`src/inc/count_timer_pkg.sv`:
```
package count_timer_pkg;

	// clock and tick timing
	localparam int unsigned CLK_HZ = 25_000_000;
	localparam int unsigned TICK_FAST_US = 10;
	localparam int unsigned TICK_SLOW_MS = 100;
	localparam int unsigned TICK_FAST_CYCLES = CLK_HZ / 1_000_000 * TICK_FAST_US;
	localparam int unsigned TICK_SLOW_CYCLES = CLK_HZ / 1_000 * TICK_SLOW_MS;
	localparam int unsigned PRESCALE_W = 22;

	// widths
	localparam int unsigned IDX_W = 6;
	localparam int unsigned DATA_W = 16;
	localparam int unsigned ACT_W = 5;
	localparam int unsigned BYTES_PER_GROUP = 4;

	// device indexed registers
	localparam logic [IDX_W-1:0] IDX_RUN_CTRL = 6'h01;
	localparam logic [IDX_W-1:0] IDX_CAPTURE_RELOAD = 6'h0a;
	localparam logic [IDX_W-1:0] IDX_CAPTURE_REMAINING = 6'h0b;
	localparam logic [IDX_W-1:0] IDX_TIMER_RELOAD = 6'h0c;
	localparam logic [IDX_W-1:0] IDX_TIMER_REMAINING = 6'h0d;
	localparam logic [IDX_W-1:0] IDX_TIMER_CTRL = 6'h2c;

	// run control fields
	localparam int unsigned RUN_CAPTURE_BIT = 0;
	localparam int unsigned RUN_TIMER_BIT = 1;
	// timer control fields
	localparam int unsigned TICK_SELECT_BIT = 8;
	localparam int unsigned RELOAD_EN_LSB = 10;

	localparam logic [DATA_W-1:0] COUNT_RESET = 16'h0000;

	// host user-side registers
	localparam int unsigned UADDR_W = 4;
	localparam logic [UADDR_W-1:0] UREG_LINK_INDEX = 4'h0;
	localparam logic [UADDR_W-1:0] UREG_LINK_DATA = 4'h1;
	localparam logic [UADDR_W-1:0] UREG_LINK_READ = 4'h2;
	localparam logic [UADDR_W-1:0] UREG_STATUS = 4'h3;
	localparam logic [UADDR_W-1:0] UREG_MASK = 4'h4;
	localparam logic [UADDR_W-1:0] UREG_DMA_BURST = 4'h5;
	localparam logic [UADDR_W-1:0] UREG_ACTIVITY = 4'h6;

	// status and mask fields
	localparam int unsigned ST_W = 3;
	localparam int unsigned ST_CAPTURE_BIT = 0;
	localparam int unsigned ST_TIMER_BIT = 1;
	localparam int unsigned ST_READ_DONE_BIT = 2;

endpackage

```
`src/inc/count_timer_if.sv`:
```
`timescale 1ns/1ps
interface count_timer_if;
	import count_timer_pkg::*;

	// indexed register access, read data one cycle after the strobe
	logic [IDX_W-1:0] reg_index;
	logic [DATA_W-1:0] reg_wdata;
	logic reg_wr;
	logic reg_rd;
	logic [DATA_W-1:0] reg_rdata;
	// one pulse per byte moved by capture dma
	logic dma_byte;
	// activity pulses for timer reload
	logic [ACT_W-1:0] activity;
	// one-cycle event pulses from the device
	logic capture_irq;
	logic timer_irq;

	modport dev (
		input reg_index,
		input reg_wdata,
		input reg_wr,
		input reg_rd,
		output reg_rdata,
		input dma_byte,
		input activity,
		output capture_irq,
		output timer_irq
	);

	modport host (
		output reg_index,
		output reg_wdata,
		output reg_wr,
		output reg_rd,
		input reg_rdata,
		output dma_byte,
		output activity,
		input capture_irq,
		input timer_irq
	);

endinterface

```
`src/count_timer_dev.sv`:
```
`timescale 1ns/1ps
// How it works
// - capture base write also loads capture count
// - software loads capture base only when stopped
// - capture count drops once per four dma bytes
// - transfer at zero interrupts and reloads capture
// - capture base equals bytes/4 minus one
// - capture buffer length is multiple of four
// - capture count touched only while stopped
// - timer base write also loads timer count
// - software loads timer base only when stopped
// - tick is 10 us or 100 ms
// - timer count drops once per tick
// - tick at zero interrupts and reloads timer
// - timer count touched only while stopped
// - select one gives 100 ms, zero 10 us
// - enabled channel activity reloads timer count
module count_timer_dev #(
	parameter int unsigned SLOW_TICK_CYCLES =
		count_timer_pkg::TICK_SLOW_CYCLES
) (
	// clock and reset
	input wire logic clock_i,
	input wire logic arst_n_i,
	// link to host and dma
	count_timer_if.dev link
);
	import count_timer_pkg::*;

	localparam logic [PRESCALE_W-1:0] FAST_LAST =
		PRESCALE_W'(TICK_FAST_CYCLES - 1);
	localparam logic [PRESCALE_W-1:0] SLOW_LAST =
		PRESCALE_W'(SLOW_TICK_CYCLES - 1);
	localparam logic [1:0] GROUP_LAST = 2'(BYTES_PER_GROUP - 1);

	// one step of a reloading down-counter: {wrapped, next value}
	function automatic logic [DATA_W:0] count_step(
		input logic [DATA_W-1:0] cur,
		input logic [DATA_W-1:0] base
	);
		if (cur == COUNT_RESET) begin
			count_step = {1'b1, base};
		end else begin
			count_step = {1'b0, cur - 16'h0001};
		end
	endfunction

	// registers
	logic [DATA_W-1:0] capture_reload_value_q;
	logic [DATA_W-1:0] capture_remaining_q, capture_remaining_d;
	logic [DATA_W-1:0] timer_reload_value_q;
	logic [DATA_W-1:0] timer_remaining_q, timer_remaining_d;
	logic capture_run_q;
	logic timer_run_q;
	logic tick_period_select_q;
	logic [ACT_W-1:0] reload_enable_q;
	logic [1:0] byte_count_q;
	logic [PRESCALE_W-1:0] prescale_q;
	logic [DATA_W-1:0] rdata_q;
	logic capture_irq_q, timer_irq_q;

	// address decode
	wire wr_run = link.reg_wr && link.reg_index == IDX_RUN_CTRL;
	wire wr_cap_base = link.reg_wr && link.reg_index == IDX_CAPTURE_RELOAD;
	wire wr_cap_cur = link.reg_wr && link.reg_index == IDX_CAPTURE_REMAINING;
	wire wr_tmr_base = link.reg_wr && link.reg_index == IDX_TIMER_RELOAD;
	wire wr_tmr_cur = link.reg_wr && link.reg_index == IDX_TIMER_REMAINING;
	wire wr_tmr_ctrl = link.reg_wr && link.reg_index == IDX_TIMER_CTRL;

	// capture group strobe: fourth byte of each group
	wire group_done = capture_run_q && link.dma_byte &&
		byte_count_q == GROUP_LAST;

	// tick prescaler
	wire run_rise = wr_run && link.reg_wdata[RUN_TIMER_BIT] && !timer_run_q;
	wire [PRESCALE_W-1:0] tick_last =
		tick_period_select_q ? SLOW_LAST : FAST_LAST;
	wire tick = timer_run_q && prescale_q == tick_last;

	wire [DATA_W:0] cap_step =
		count_step(capture_remaining_q, capture_reload_value_q);
	wire [DATA_W:0] tmr_step =
		count_step(timer_remaining_q, timer_reload_value_q);

	wire activity_hit = |(link.activity & reload_enable_q);

	// capture count next value; a register write outranks a transfer
	always_comb begin
		capture_remaining_d = capture_remaining_q;
		if (wr_cap_base || wr_cap_cur) begin
			capture_remaining_d = link.reg_wdata;
		end else if (group_done) begin
			capture_remaining_d = cap_step[DATA_W-1:0];
		end
	end

	// timer count next value: write, then activity, then tick
	always_comb begin
		timer_remaining_d = timer_remaining_q;
		if (wr_tmr_base || wr_tmr_cur) begin
			timer_remaining_d = link.reg_wdata;
		end else if (activity_hit) begin
			timer_remaining_d = timer_reload_value_q;
		end else if (tick) begin
			timer_remaining_d = tmr_step[DATA_W-1:0];
		end
	end

	// read mux, answered one cycle after the strobe
	logic [DATA_W-1:0] rmux;
	always_comb begin
		rmux = 16'h0000;
		case (link.reg_index)
			IDX_RUN_CTRL: begin
				rmux[RUN_CAPTURE_BIT] = capture_run_q;
				rmux[RUN_TIMER_BIT] = timer_run_q;
			end
			IDX_CAPTURE_RELOAD: rmux = capture_reload_value_q;
			IDX_CAPTURE_REMAINING: rmux = capture_remaining_q;
			IDX_TIMER_RELOAD: rmux = timer_reload_value_q;
			IDX_TIMER_REMAINING: rmux = timer_remaining_q;
			IDX_TIMER_CTRL: begin
				rmux[TICK_SELECT_BIT] = tick_period_select_q;
				rmux[RELOAD_EN_LSB +: ACT_W] = reload_enable_q;
			end
			default: rmux = 16'h0000;
		endcase
	end

	// counts and control, cleared at reset so nothing counts yet
	always_ff @(posedge clock_i or negedge arst_n_i) begin
		if (!arst_n_i) begin
			capture_reload_value_q <= COUNT_RESET;
			capture_remaining_q <= COUNT_RESET;
			timer_reload_value_q <= COUNT_RESET;
			timer_remaining_q <= COUNT_RESET;
			capture_run_q <= 1'b0;
			timer_run_q <= 1'b0;
			tick_period_select_q <= 1'b0;
			reload_enable_q <= '0;
		end else begin
			capture_remaining_q <= capture_remaining_d;
			timer_remaining_q <= timer_remaining_d;
			if (wr_cap_base) begin
				capture_reload_value_q <= link.reg_wdata;
			end
			if (wr_tmr_base) begin
				timer_reload_value_q <= link.reg_wdata;
			end
			if (wr_run) begin
				capture_run_q <= link.reg_wdata[RUN_CAPTURE_BIT];
				timer_run_q <= link.reg_wdata[RUN_TIMER_BIT];
			end
			if (wr_tmr_ctrl) begin
				tick_period_select_q <= link.reg_wdata[TICK_SELECT_BIT];
				reload_enable_q <= link.reg_wdata[RELOAD_EN_LSB +: ACT_W];
			end
		end
	end

	// byte grouping; a stopped capture forgets a partial group so the
	// next start begins on a group boundary
	always_ff @(posedge clock_i or negedge arst_n_i) begin
		if (!arst_n_i) begin
			byte_count_q <= 2'h0;
		end else if (!capture_run_q) begin
			byte_count_q <= 2'h0;
		end else if (link.dma_byte) begin
			byte_count_q <= byte_count_q + 2'h1;
		end
	end

	// free-running prescaler, held at zero while stopped
	always_ff @(posedge clock_i or negedge arst_n_i) begin
		if (!arst_n_i) begin
			prescale_q <= '0;
		end else if (run_rise || !timer_run_q || tick) begin
			prescale_q <= '0;
		end else begin
			prescale_q <= prescale_q + 1'b1;
		end
	end

	// event pulses and read data
	always_ff @(posedge clock_i or negedge arst_n_i) begin
		if (!arst_n_i) begin
			capture_irq_q <= 1'b0;
			timer_irq_q <= 1'b0;
			rdata_q <= 16'h0000;
		end else begin
			capture_irq_q <= group_done && !(wr_cap_base || wr_cap_cur) &&
				cap_step[DATA_W];
			timer_irq_q <= tick && !(wr_tmr_base || wr_tmr_cur) &&
				!activity_hit && tmr_step[DATA_W];
			if (link.reg_rd) begin
				rdata_q <= rmux;
			end
		end
	end

	assign link.reg_rdata = rdata_q;
	assign link.capture_irq = capture_irq_q;
	assign link.timer_irq = timer_irq_q;

endmodule

```
`src/flat_wrapper.sv`:
```
// flat-port wrapper written by rule: the top's interface ports become plain ports
module count_timer_dev_flat import count_timer_pkg::*;
#(
	parameter int unsigned SLOW_TICK_CYCLES =
		count_timer_pkg::TICK_SLOW_CYCLES
)
  (clock_i, arst_n_i, link_reg_index, link_reg_wdata, link_reg_wr, link_reg_rd, link_reg_rdata, link_dma_byte, link_activity, link_capture_irq, link_timer_irq);
  count_timer_if link_i ();
  input wire logic clock_i;
  input wire logic arst_n_i;
  input wire logic [$bits(link_i.reg_index)-1:0] link_reg_index;
  input wire logic [$bits(link_i.reg_wdata)-1:0] link_reg_wdata;
  input wire logic [$bits(link_i.reg_wr)-1:0] link_reg_wr;
  input wire logic [$bits(link_i.reg_rd)-1:0] link_reg_rd;
  output wire logic [$bits(link_i.reg_rdata)-1:0] link_reg_rdata;
  input wire logic [$bits(link_i.dma_byte)-1:0] link_dma_byte;
  input wire logic [$bits(link_i.activity)-1:0] link_activity;
  output wire logic [$bits(link_i.capture_irq)-1:0] link_capture_irq;
  output wire logic [$bits(link_i.timer_irq)-1:0] link_timer_irq;
  assign link_i.reg_index = link_reg_index;
  assign link_i.reg_wdata = link_reg_wdata;
  assign link_i.reg_wr = link_reg_wr;
  assign link_i.reg_rd = link_reg_rd;
  assign link_reg_rdata = link_i.reg_rdata;
  assign link_i.dma_byte = link_dma_byte;
  assign link_i.activity = link_activity;
  assign link_capture_irq = link_i.capture_irq;
  assign link_timer_irq = link_i.timer_irq;
  count_timer_dev #(.SLOW_TICK_CYCLES(SLOW_TICK_CYCLES)) u_core (.clock_i(clock_i), .arst_n_i(arst_n_i), .link(link_i));
endmodule
```
`config.mk`:
```
export PLATFORM = sky130hd
export DESIGN_NAME = count_timer_dev_flat
export DESIGN_NICKNAME = d
export VERILOG_FILES = /design/src/inc/count_timer_pkg.sv /design/src/inc/count_timer_if.sv /design/src/count_timer_dev.sv /design/src/flat_wrapper.sv
export SDC_FILE = /design/constraint.sdc
export NUM_CORES = 1
export LEC_CHECK = 0
export BUFFER_PORTS_ARGS = -buffer_cell sky130_fd_sc_hd__buf_2
export CORE_ASPECT_RATIO = 1.75
export CORE_MARGIN = 2
export CORE_UTILIZATION = 60
export DETAILED_ROUTE_END_ITERATION = 10
export PLACE_DENSITY_LB_ADDON = 0.15
export SETUP_SLACK_MARGIN = 0.02
export SLEW_MARGIN = 10
export SYNTH_ARGS = -nofsm -noshare
export SYNTH_HDL_FRONTEND = slang
export SYNTH_SLANG_ARGS = --single-unit
```
`constraint.sdc`:
```
create_clock -name clock_i -period 4.4 [get_ports clock_i]
set_clock_uncertainty 0.05 [all_clocks]
set_input_delay 0.66 -clock clock_i [delete_from_list [all_inputs] [get_ports clock_i]]
set_output_delay 0.66 -clock clock_i [all_outputs]
set_load 0.01 [all_outputs]
```
==> qor.txt, run 1 <==
Seq/Total Area, Yosys: 0.450
number of CTS-inserted buffers: 17
hold buffers post-CTS: 0
final setup violation count: 0
Max VDD drop: 0.403 mV
synthesized area per cell: 9.82 um^2
Buffers on Ports: 49
Most used DFF post-synth: dfrtp_1
Yosys top cell by area: dfrtp_1
Worst setup EP type: register
Worst Hold Class: in -> async
critical-path cell list: or4_1, a2111oi_2, o2111a_1, or2b_4, mux2_1
CTS root buffer: clkbuf_16
Async SR Flop Fraction: 1.00
Synth Area in Simple Gates: 0.185
RePlAce Congestion: 0.886
Synth top cells by count: dfrtp_1 (114), nor2_1 (57), nand2_1 (54)
Max stage delay on crit path: 730 ps
share of layout cells above drive strength 1: 0.206
die height: 140 um
max_cap viols: 0
Worst-path clk slew: 50 ps
Post-Syn Nets: 683
vias in the first global route: 5,661
critical path's slowest cell: o2111a_1
synth warn: 0
largest net degree at the start of global routing: 68
Clock Latency Late Sink: 420 ps
CTS tree: yes
P per Cell Area: 495 mW/mm^2
Worst Path Arrival: 3260 ps
Final Max Tran Viols: 0
# resized after CTS: 0
Initial Util: 0.615
WP buf/inv: 0
CP Depth: 5
number of synthesized flops with an enable pin: 0
CTS max path bufs: 2
initial antenna violation count: 0
first-pass GRT wire length: 29.2 mm
Adder-Cell Fraction of Synth Area: 0.0118
Lkg Pwr: 3.13 nW
All-Layer GR Usage: 0.341
Max-slew headroom: 0.191
via count: 5,540
count leader, synth: dfrtp_1
fin crit share: 0.685
R2R depth: 5
Final ANT Viol Nets: 0
WS Path Type: reg -> reg
Yosys top cell area share: 0.450
CP top delay family: compound AO/OA/AOI/OAI gates
Synth Instances: 645
Layout area overhead: 14.9%
largest family of logic cells by synthesized area: simple AND/OR/NAND/NOR gates
boundary pin count: 50
mux cell area share after synthesis: 0.0825
startpoint types: register
Ant. Diodes: 0
crit path time final: 3010 ps
Post-DP Area: 0.00665 mm^2
H-tree depth: 4
top post-synthesis cells by area: dfrtp_1 (45%), mux2_2 (7.3%), xor2_1 (3.9%), nor2_1 (3.4%), nand2_1 (3.2%)
final instance area: 0.00728 mm^2
First-pass DRT Iterations: 6
Die Area: 0.0114 mm^2
final hold vios: 0
RSZ-0062 raised after global routing: no
Post-CTS Setup Bufs: 0
CTS Sinks: 114
FF+latch count, synth: 114
Synth Area in XOR/XNOR: 0.0511
worst slew pin tran: 1200 ps
Compound-Gate Fraction of Synth Area: 0.182
Post-DP HPWL: 12.9 mm
Mapped Area: 0.00634 mm^2
TNS Setup: 0 ps
Layout Nets: 723
FP Rows: 49
outcome: completed
total gr overflow: 0
via/cell ratio: 6.72
f_max: 332 MHz
initial drt markers: 531
Post-Route WL: 18.1 mm
crit path max fanout: 19
DRC viols: 0
Crit path required time: 4650 ps
Synth cell types: 66
Wirelength per Cell: 21.9 um
Die Wd: 81.7 um
core area: 0.0103 mm^2
==> stage by stage <==
stage / cells / total power [mW] / hold WS, ps / worst slack [ps] / utilization
after floorplan: 645 / 1.88 / 314 / 1960 / -
after global placement: 793 / 2.07 / 410 / 1500 / 0.646
after detailed placement: 793 / 2.11 / 422 / 1420 / 0.646
after CTS: 825 / 3.59 / 330 / 1400 / 0.707
after global routing: 825 / 3.76 / 357 / 1230 / 0.707
final: 825 / 3.61 / 295 / 1390 / 0.707
==> logic make-up (layout without fill, tap and decap cells) <==
family / after synthesis / count (layout)
compound gates: 162 / 162
xor+xnor: 37 / 37
fa+ha+maj: 6 / 6
buf+inv: 52 / 105
flops: 114 / 114
mux: 47 / 47
simple gates: 227 / 227
==> path summary, 6_finish.rpt <==
path                       slack [ps]                        start                              end
max                              1390  u_core.tick_period_select_q      u_core.timer_remaining_q[1]
min                               300                     arst_n_i            u_core.prescale_q[13]
max reg2reg                      1390  u_core.tick_period_select_q      u_core.timer_remaining_q[1]
min reg2reg                       430     u_core.link.reg_rdata[2]         u_core.link.reg_rdata[2]
max in group asynchronous        3090                     arst_n_i  u_core.timer_reload_value_q[13]
min in group clock_i              430     u_core.link.reg_rdata[2]         u_core.link.reg_rdata[2]
==> sequential cells by signal (all words and copies together) (netlist names) <==
signal	flops
u_core.tick_period_select_q	1
u_core.prescale_q	22
u_core.timer_remaining_q	16
u_core.capture_remaining_q	16
u_core.reload_enable_q	5
u_core.link.reg_rdata	16
u_core.byte_count_q	2
u_core.timer_reload_value_q	16
u_core.capture_reload_value_q	16
u_core.link.capture_irq	1
u_core.timer_run_q	1
u_core.link.timer_irq	1
u_core.capture_run_q	1
==> cell usage in the layout (no fill, tap or decap), drive strengths merged, types with 3 or more instances in the layout <==
cell / instances
xor2: 28
o21ai: 15
a22oi: 9
nand3: 16
clkinvlp: 3
buf: 60
o22ai: 5
bufinv: 4
a221oi: 15
a22o: 10
xnor2: 9
clkinv: 3
a21o: 7
clkbuf: 23
nor4: 12
nor4b: 4
inv: 12
dfrtp: 114
a2bb2oi: 3
or4: 6
a31oi: 24
nand4: 17
a211o: 13
ha: 6
nand2b: 5
and3: 3
or3: 5
mux2: 42
nor2: 58
and4: 4
o211ai: 8
a21oi: 29
o21a: 4
mux2i: 5
nand2: 55
o2bb2ai: 6
nor3: 28
==> cell type report <==
class / count / area [um^2]
Multi-Input combinational cell: 479 / 3260
Fill cell: 789 / 3020
Sequential cell: 114 / 2850
Clock buffer: 23 / 478
Timing Repair Buffer: 60 / 330
Tap cell: 127 / 159
Clock inverter: 9 / 153
Inverter: 13 / 48.8
==> metal layers <==
layer | part of all wire | vias up | GRT usage
met5 | 0 | - | 0
met4 | 0.043 | 0 | 0.173
met3 | 0.054 | 68 | 0.0657
met2 | 0.53 | 256 | 0.572
met1 | 0.37 | 2714 | 0.407
li1 | - | 2502 | -
==> where the power goes <==
group          switching [mW]  internal (mW)
logic                   0.371          0.316
registers               0.240           1.20
clock network           0.486          0.989
Note: power is estimated with default switching activity, not from simulation.
==> run 2: changes to the inputs <==
--- a/config.mk
+++ b/config.mk
@@ -8,7 +8,7 @@
 export BUFFER_PORTS_ARGS = -buffer_cell sky130_fd_sc_hd__buf_2
 export CORE_ASPECT_RATIO = 1.75
 export CORE_MARGIN = 2
-export CORE_UTILIZATION = 60
+export CORE_UTILIZATION = 55
 export DETAILED_ROUTE_END_ITERATION = 10
 export PLACE_DENSITY_LB_ADDON = 0.15
 export SETUP_SLACK_MARGIN = 0.02
==> constraint.sdc (replaced) <==
create_clock -name clock_i -period 2.6 [get_ports clock_i]
set_clock_uncertainty 0.05 [all_clocks]
set_input_delay 0.39 -clock clock_i [delete_from_list [all_inputs] [get_ports clock_i]]
set_output_delay 0.39 -clock clock_i [all_outputs]
set_load 0.01 [all_outputs]
==> run 2 against run 1 <==
  * Largest power group is now registers
  * Non-clock buffer count up 33
  * Clock-buffer cell count down 6
  * Maximum frequency rose by 24%
  * Worst setup slack got worse by 1200 ps
  * Utilization is 3.0 points lower
  * Via count increased by 3.8%
  * Sequential cell count unchanged
  * Sequential power grew 69%
  * Die area is 8.7% higher
  * First-iteration DRC count decreased by 10%
  * Clock power is 61% higher
  * Wire length grew 2.7%
==> qor.txt, run 2 (synthesized netlist as in run 1, its figures left out) <==
total gr overflow: 0 (unchanged)
Buffers on Ports: 49 (unchanged)
All-Layer GR Usage: 0.311 (-0.0295)
Worst setup EP type: register
outcome: completed
dpl cells: 830 (+4.7%)
Final Max Tran Viols: 0 (unchanged)
via/cell ratio: 6.66 (-0.76%)
core area: 0.0112 mm^2 (+8.4%)
H-tree depth: 4 (unchanged)
vias in the first global route: 5,910 (+4.4%)
RePlAce Congestion: 0.986 (+11%)
initial antenna violation count: 0 (unchanged)
final setup violation count: 0 (unchanged)
Ant. Diodes: 0 (unchanged)
Die Wd: 85.1 um (+4.2%)
Wirelength per Cell: 21.5 um (-1.8%)
First-pass DRT Iterations: 5 (-1)
Max VDD drop: 0.645 mV (+60%)
max reg flops: 22 (unchanged)
largest net degree at the start of global routing: 65 (-4.4%)
worst slew pin tran: 743 ps (-462 ps)
hold_ws: 219 ps (-76.4 ps)
P per Cell Area: 806 mW/mm^2 (+63%)
CTS tree: yes
CTS max path bufs: 2 (unchanged)
Max-slew headroom: 0.500 (+0.309)
crit path time final: 2430 ps (-583 ps)
f_max: 411 MHz (+24%)
Tot Pwr: 6.09 mW (+69%)
commonest non-fill, non-tap cells in the layout: dfrtp_1 (114), nor2_1 (57), nand2_1 (54)
fillers: 868 (+10%)
Final ANT Viol Nets: 0 (unchanged)
final hold vios: 0 (unchanged)
Finished Layout Cells: 863 (+4.6%)
crit path max fanout: 12 (-7)
first-pass GRT wire length: 30.2 mm (+3.2%)
DRC viols: 0 (unchanged)
TNS Setup: 0 ps (unchanged)
die height: 146 um (+4.3%)
Crit path required time: 2850 ps (-1800 ps)
RSZ-0062 raised after global routing: no
Lkg Pwr: 3.30 nW (+5.3%)
Layout Nets: 756 (+4.6%)
most common cell after layout, fill and taps aside: dfrtp_1
CTS root buffer: clkbuf_16
share of layout cells above drive strength 1: 0.246 (+0.0399)
number of CTS-inserted buffers: 17 (unchanged)
fin crit share: 0.935 (+0.250)
max_cap viols: 0 (unchanged)
CTS Sinks: 114 (unchanged)
Post-Route WL: 18.6 mm (+2.7%)
Clock Latency Late Sink: 410 ps (about the same)
initial drt markers: 477 (-10%)
largest reg by FF count: u_core.prescale_q
startpoint types: register
Worst-path clk slew: 60 ps (about the same)
Worst Hold Class: in -> reg
boundary pin count: 50 (unchanged)
via count: 5,751 (+3.8%)
Die Area: 0.0124 mm^2 (+8.7%)
Worst Path Arrival: 2680 ps (-580 ps)
WS Path Type: reg -> reg
worst reg2reg setup slack: 170 ps (-1220 ps)
FP Rows: 51 (+4.1%)
Post-DP HPWL: 13.5 mm (+4.8%)
Layout area overhead: 19.3%
Initial Util: 0.567 (-0.0478)
==> run 2: cell types whose count changed in the layout (fill, tap and decap cells not counted) <==
cell / change
bufinv_16: -1
buf_12: +3
nor4_2: +1
clkbuf_8: -3
buf_4: +29
clkbuf_1: -3
inv_6: +3
nor4_1: -1
dlygate4sd3_1: +1
clkinv_4: +4
==> run 2: area by class of cell <==
| cell class | instances | area, um^2 | area share |
|---|---|---|---|
| Multi-Input combinational cell | 479 | 3260 | 0.432 |
| Sequential cell | 114 | 2850 | 0.377 |
| Timing Repair Buffer | 93 | 618 | 0.0818 |
| Clock buffer | 17 | 425 | 0.0563 |
| Clock inverter | 15 | 184 | 0.0243 |
| Tap cell | 132 | 165 | 0.0219 |
| Inverter | 13 | 48.8 | 0.00646 |
==> run 2: worst max-delay path: stages (launching register included) <==
cell and delay (ps):
dfrtp_1 370, inv_1 100, ha_1 150, nor4b_1 410
buf_4 200, nand4_1 260, buf_4 300, mux2i_1 170
nor2_1 60, a211o_1 260
==> run 2: power breakdown <==
part | switching [mW] | internal (mW)
clock network | 0.873 | 1.52
logic | 0.655 | 0.604
registers | 0.408 | 2.04
==> run 2: timing repair <==
action	in CTS	in global routing
setup buffers	0	0
resized for setup	0	1
setup endpoints to repair	0	1
hold endpoints to repair	16	0
hold buffers	1	0
==> run 2: metal layers <==
layer	part of all wire	track usage	vias up
li1	-	-	2563
met1	0.36	0.356	2832
met2	0.54	0.542	286
met3	0.054	0.0442	70
met4	0.044	0.180	0
met5	0	0	-
==> run 2: path summary, 6_finish.rpt <==
check | from | endpoint | cells past startpoint
max | u_core.capture_remaining_q[0] | u_core.capture_remaining_q[3] | 9
min | link_reg_wdata[2] | u_core.capture_remaining_q[2] | 2
max reg2reg | u_core.capture_remaining_q[0] | u_core.capture_remaining_q[3] | 9
min reg2reg | u_core.link.reg_rdata[9] | u_core.link.reg_rdata[9] | 1
max in group asynchronous | arst_n_i | u_core.timer_reload_value_q[15] | 3
min in group asynchronous | arst_n_i | u_core.link.reg_rdata[15] | 2
==> run 2: through the flow <==
| stage | setup WS (ps) | utilization | cell area [um^2] |
|---|---|---|---|
| 6_report | 169 | 0.677 | 7560 |
| 4_1_cts | 163 | 0.676 | 7550 |
| 2_1_floorplan | 349 | - | 6340 |
| 3_3_place_gp | 220 | 0.621 | 6930 |
| 5_1_grt | 37.6 | 0.677 | 7560 |
| 3_5_place_dp | 176 | 0.621 | 6930 |
==> run 3: changes to the inputs <==
--- a/config.mk
+++ b/config.mk
@@ -8,9 +8,10 @@
 export BUFFER_PORTS_ARGS = -buffer_cell sky130_fd_sc_hd__buf_2
 export CORE_ASPECT_RATIO = 1.75
 export CORE_MARGIN = 2
-export CORE_UTILIZATION = 55
+export CORE_UTILIZATION = 60
+export CTS_CLUSTER_DIAMETER = 40
 export DETAILED_ROUTE_END_ITERATION = 10
-export PLACE_DENSITY_LB_ADDON = 0.15
+export PLACE_DENSITY = 0.89
 export SETUP_SLACK_MARGIN = 0.02
 export SLEW_MARGIN = 10
 export SYNTH_ARGS = -nofsm -noshare
==> constraint.sdc (replaced) <==
create_clock -name clock_i -period 2.8 [get_ports clock_i]
set_clock_uncertainty 0.05 [all_clocks]
set_input_delay 0.42 -clock clock_i [delete_from_list [all_inputs] [get_ports clock_i]]
set_output_delay 0.42 -clock clock_i [all_outputs]
set_load 0.01 [all_outputs]
==> run 3 against run 2 <==
  * Utilization is 4.4 points higher
  * Hold slack better by 1.8 ps
  * Non-clock buffer count fell by 12
  * Global-route usage rose by 4.3 points
  * Largest power group unchanged
  * Critical path type unchanged
  * Final area shrank 1.8%
  * Cell count down 2.0%
  * Clock-buffer cell count rose by 2
  * Sequential share of layout area up 0.68 points
  * Critical path depth decreased by 4
  * Sequential power down 7%
  * Via count increased by 1.4%
  * Die area decreased by 8.0%
==> qor.txt, run 3 (synthesized netlist as in run 1, its figures left out) <==
outcome: completed
Die Wd: 81.7 um (-4.1%)
Wirelength per Cell: 22.1 um (+3.0%)
Worst Path Arrival: 2650 ps (-30 ps)
Post-CTS Setup Bufs: 0 (unchanged)
CTS tree: yes
share of layout cells above drive strength 1: 0.232 (-0.0140)
Post-Route WL: 18.7 mm (+0.96%)
Max-slew headroom: 0.445 (-0.0549)
Tot Pwr: 5.59 mW (-8.2%)
TNS Setup: 0 ps (unchanged)
Place WS: 400 ps (+224 ps)
CTS max path bufs: 2 (unchanged)
initial antenna violation count: 0 (unchanged)
Buffers on Ports: 49 (unchanged)
RePlAce Congestion: 1.00 (+1.5%)
Lkg Pwr: 3.23 nW (-1.9%)
# resized after CTS: 0 (unchanged)
Layout area overhead: 17.2%
Worst setup EP type: register
Layout Nets: 744 (-1.6%)
crit path max fanout: 15 (+3)
H-tree depth: 4 (unchanged)
WS Path Type: reg -> reg
Crit path required time: 3050 ps (+200 ps)
Register Area: 0.00285 mm^2 (unchanged)
via count: 5,830 (+1.4%)
Post-DP HPWL: 13.2 mm (-2.5%)
boundary pin count: 50 (unchanged)
final hold vios: 0 (unchanged)
worst slew pin tran: 825 ps (+82.4 ps)
Initial Util: 0.615 (+0.0478)
Ant. Diodes: 0 (unchanged)
first-pass GRT wire length: 30.6 mm (+1.5%)
Worst Hold Class: in -> reg
final setup margin: 399 ps (+231 ps)
First-pass DRT Iterations: 5 (unchanged)
fillers: 734 (-15%)
hold buffers post-CTS: 1 (unchanged)
Die Area: 0.0114 mm^2 (-8.0%)
vias in the first global route: 5,949 (+0.66%)
fin crit share: 0.857 (-0.0777)
initial drt markers: 705 (+48%)
area of the multi-input gates: 0.00326 mm^2 (-0.19%)
FP Rows: 49 (-3.9%)
number of CTS-inserted buffers: 17 (unchanged)
worst reg2reg setup slack: 400 ps (+230 ps)
die height: 140 um (-4.1%)
largest reg by FF count: u_core.prescale_q
Final ANT Viol Nets: 0 (unchanged)
Clock Latency Late Sink: 420 ps (about the same)
CTS Sinks: 114 (unchanged)
max reg flops: 22 (unchanged)
startpoint types: register
total gr overflow: 0 (unchanged)
crit path time final: 2400 ps (-30.7 ps)
f_max: 417 MHz (+1.3%)
core area: 0.0103 mm^2 (-7.8%)
CTS root buffer: clkbuf_16
Final Max Tran Viols: 0 (unchanged)
Worst-path clk slew: 60 ps (about the same)
largest net degree at the start of global routing: 50 (-23%)
All-Layer GR Usage: 0.354 (+0.0425)
final setup violation count: 0 (unchanged)
Max VDD drop: 0.642 mV (-0.42%)
most common cell after layout, fill and taps aside: dfrtp_1
RSZ-0062 raised after global routing: no
commonest non-fill, non-tap cells in the layout: dfrtp_1 (114), nor2_1 (57), nand2_1 (54)
DRC viols: 0 (unchanged)
P per Cell Area: 753 mW/mm^2 (-6.6%)
hold_ws: 221 ps (+1.80 ps)
max_cap viols: 0 (unchanged)
via/cell ratio: 6.89 (+3.4%)
-- run 3: per-layer routing --
layer  share of wire  global-route usage  up-vias
li1                -                   -     2540
met1            0.35               0.406     2833
met2            0.52               0.602      357
met3           0.073              0.0741      100
met4           0.058               0.190        0
met5               0                   0        -
-- run 3: area by class of cell --
class,instances,share of cell area
tap,127,0.0214
clock buffer,19,0.0610
clock inverter,13,0.0202
inverter,13,0.00657
multi-input combinational,479,0.439
timing repair buffer,81,0.0677
sequential,114,0.384
-- run 3: where the power goes --
| group | internal (mW) | total, mW | switching, mW | leakage [nW] |
|---|---|---|---|---|
| clock network | 1.37 | 2.19 | 0.816 | 0.291 |
| registers | 1.89 | 2.28 | 0.385 | 1.48 |
| logic | 0.533 | 1.13 | 0.595 | 1.46 |
-- run 3: worst paths after layout --
kind | to | start | cells past startpoint
setup reg to reg | u_core.timer_remaining_q[1] | u_core.tick_period_select_q | 5
hold / removal | u_core.capture_remaining_q[7] | link_reg_wdata[7] | 2
min in group asynchronous | u_core.timer_remaining_q[3] | arst_n_i | 2
hold reg to reg | u_core.link.reg_rdata[2] | u_core.link.reg_rdata[2] | 1
setup / recovery | u_core.timer_remaining_q[1] | u_core.tick_period_select_q | 5
max in group asynchronous | u_core.capture_remaining_q[6] | arst_n_i | 3
-- run 3: worst max-delay path, cell delays in order, from the launching register on --
cell and delay, ps:
dfrtp_1 460, or4_1 510, a2111oi_2 360, o2111a_1 290, or2b_4 250, mux2_1 340
-- run 3: per-stage QoR --
step	utilization	cell area, um^2	cells
2_1_floorplan	-	6340	645
3_3_place_gp	0.661	6810	813
3_5_place_dp	0.661	6810	813
4_1_cts	0.721	7420	846
5_1_grt	0.721	7420	846
6_report	0.721	7420	846
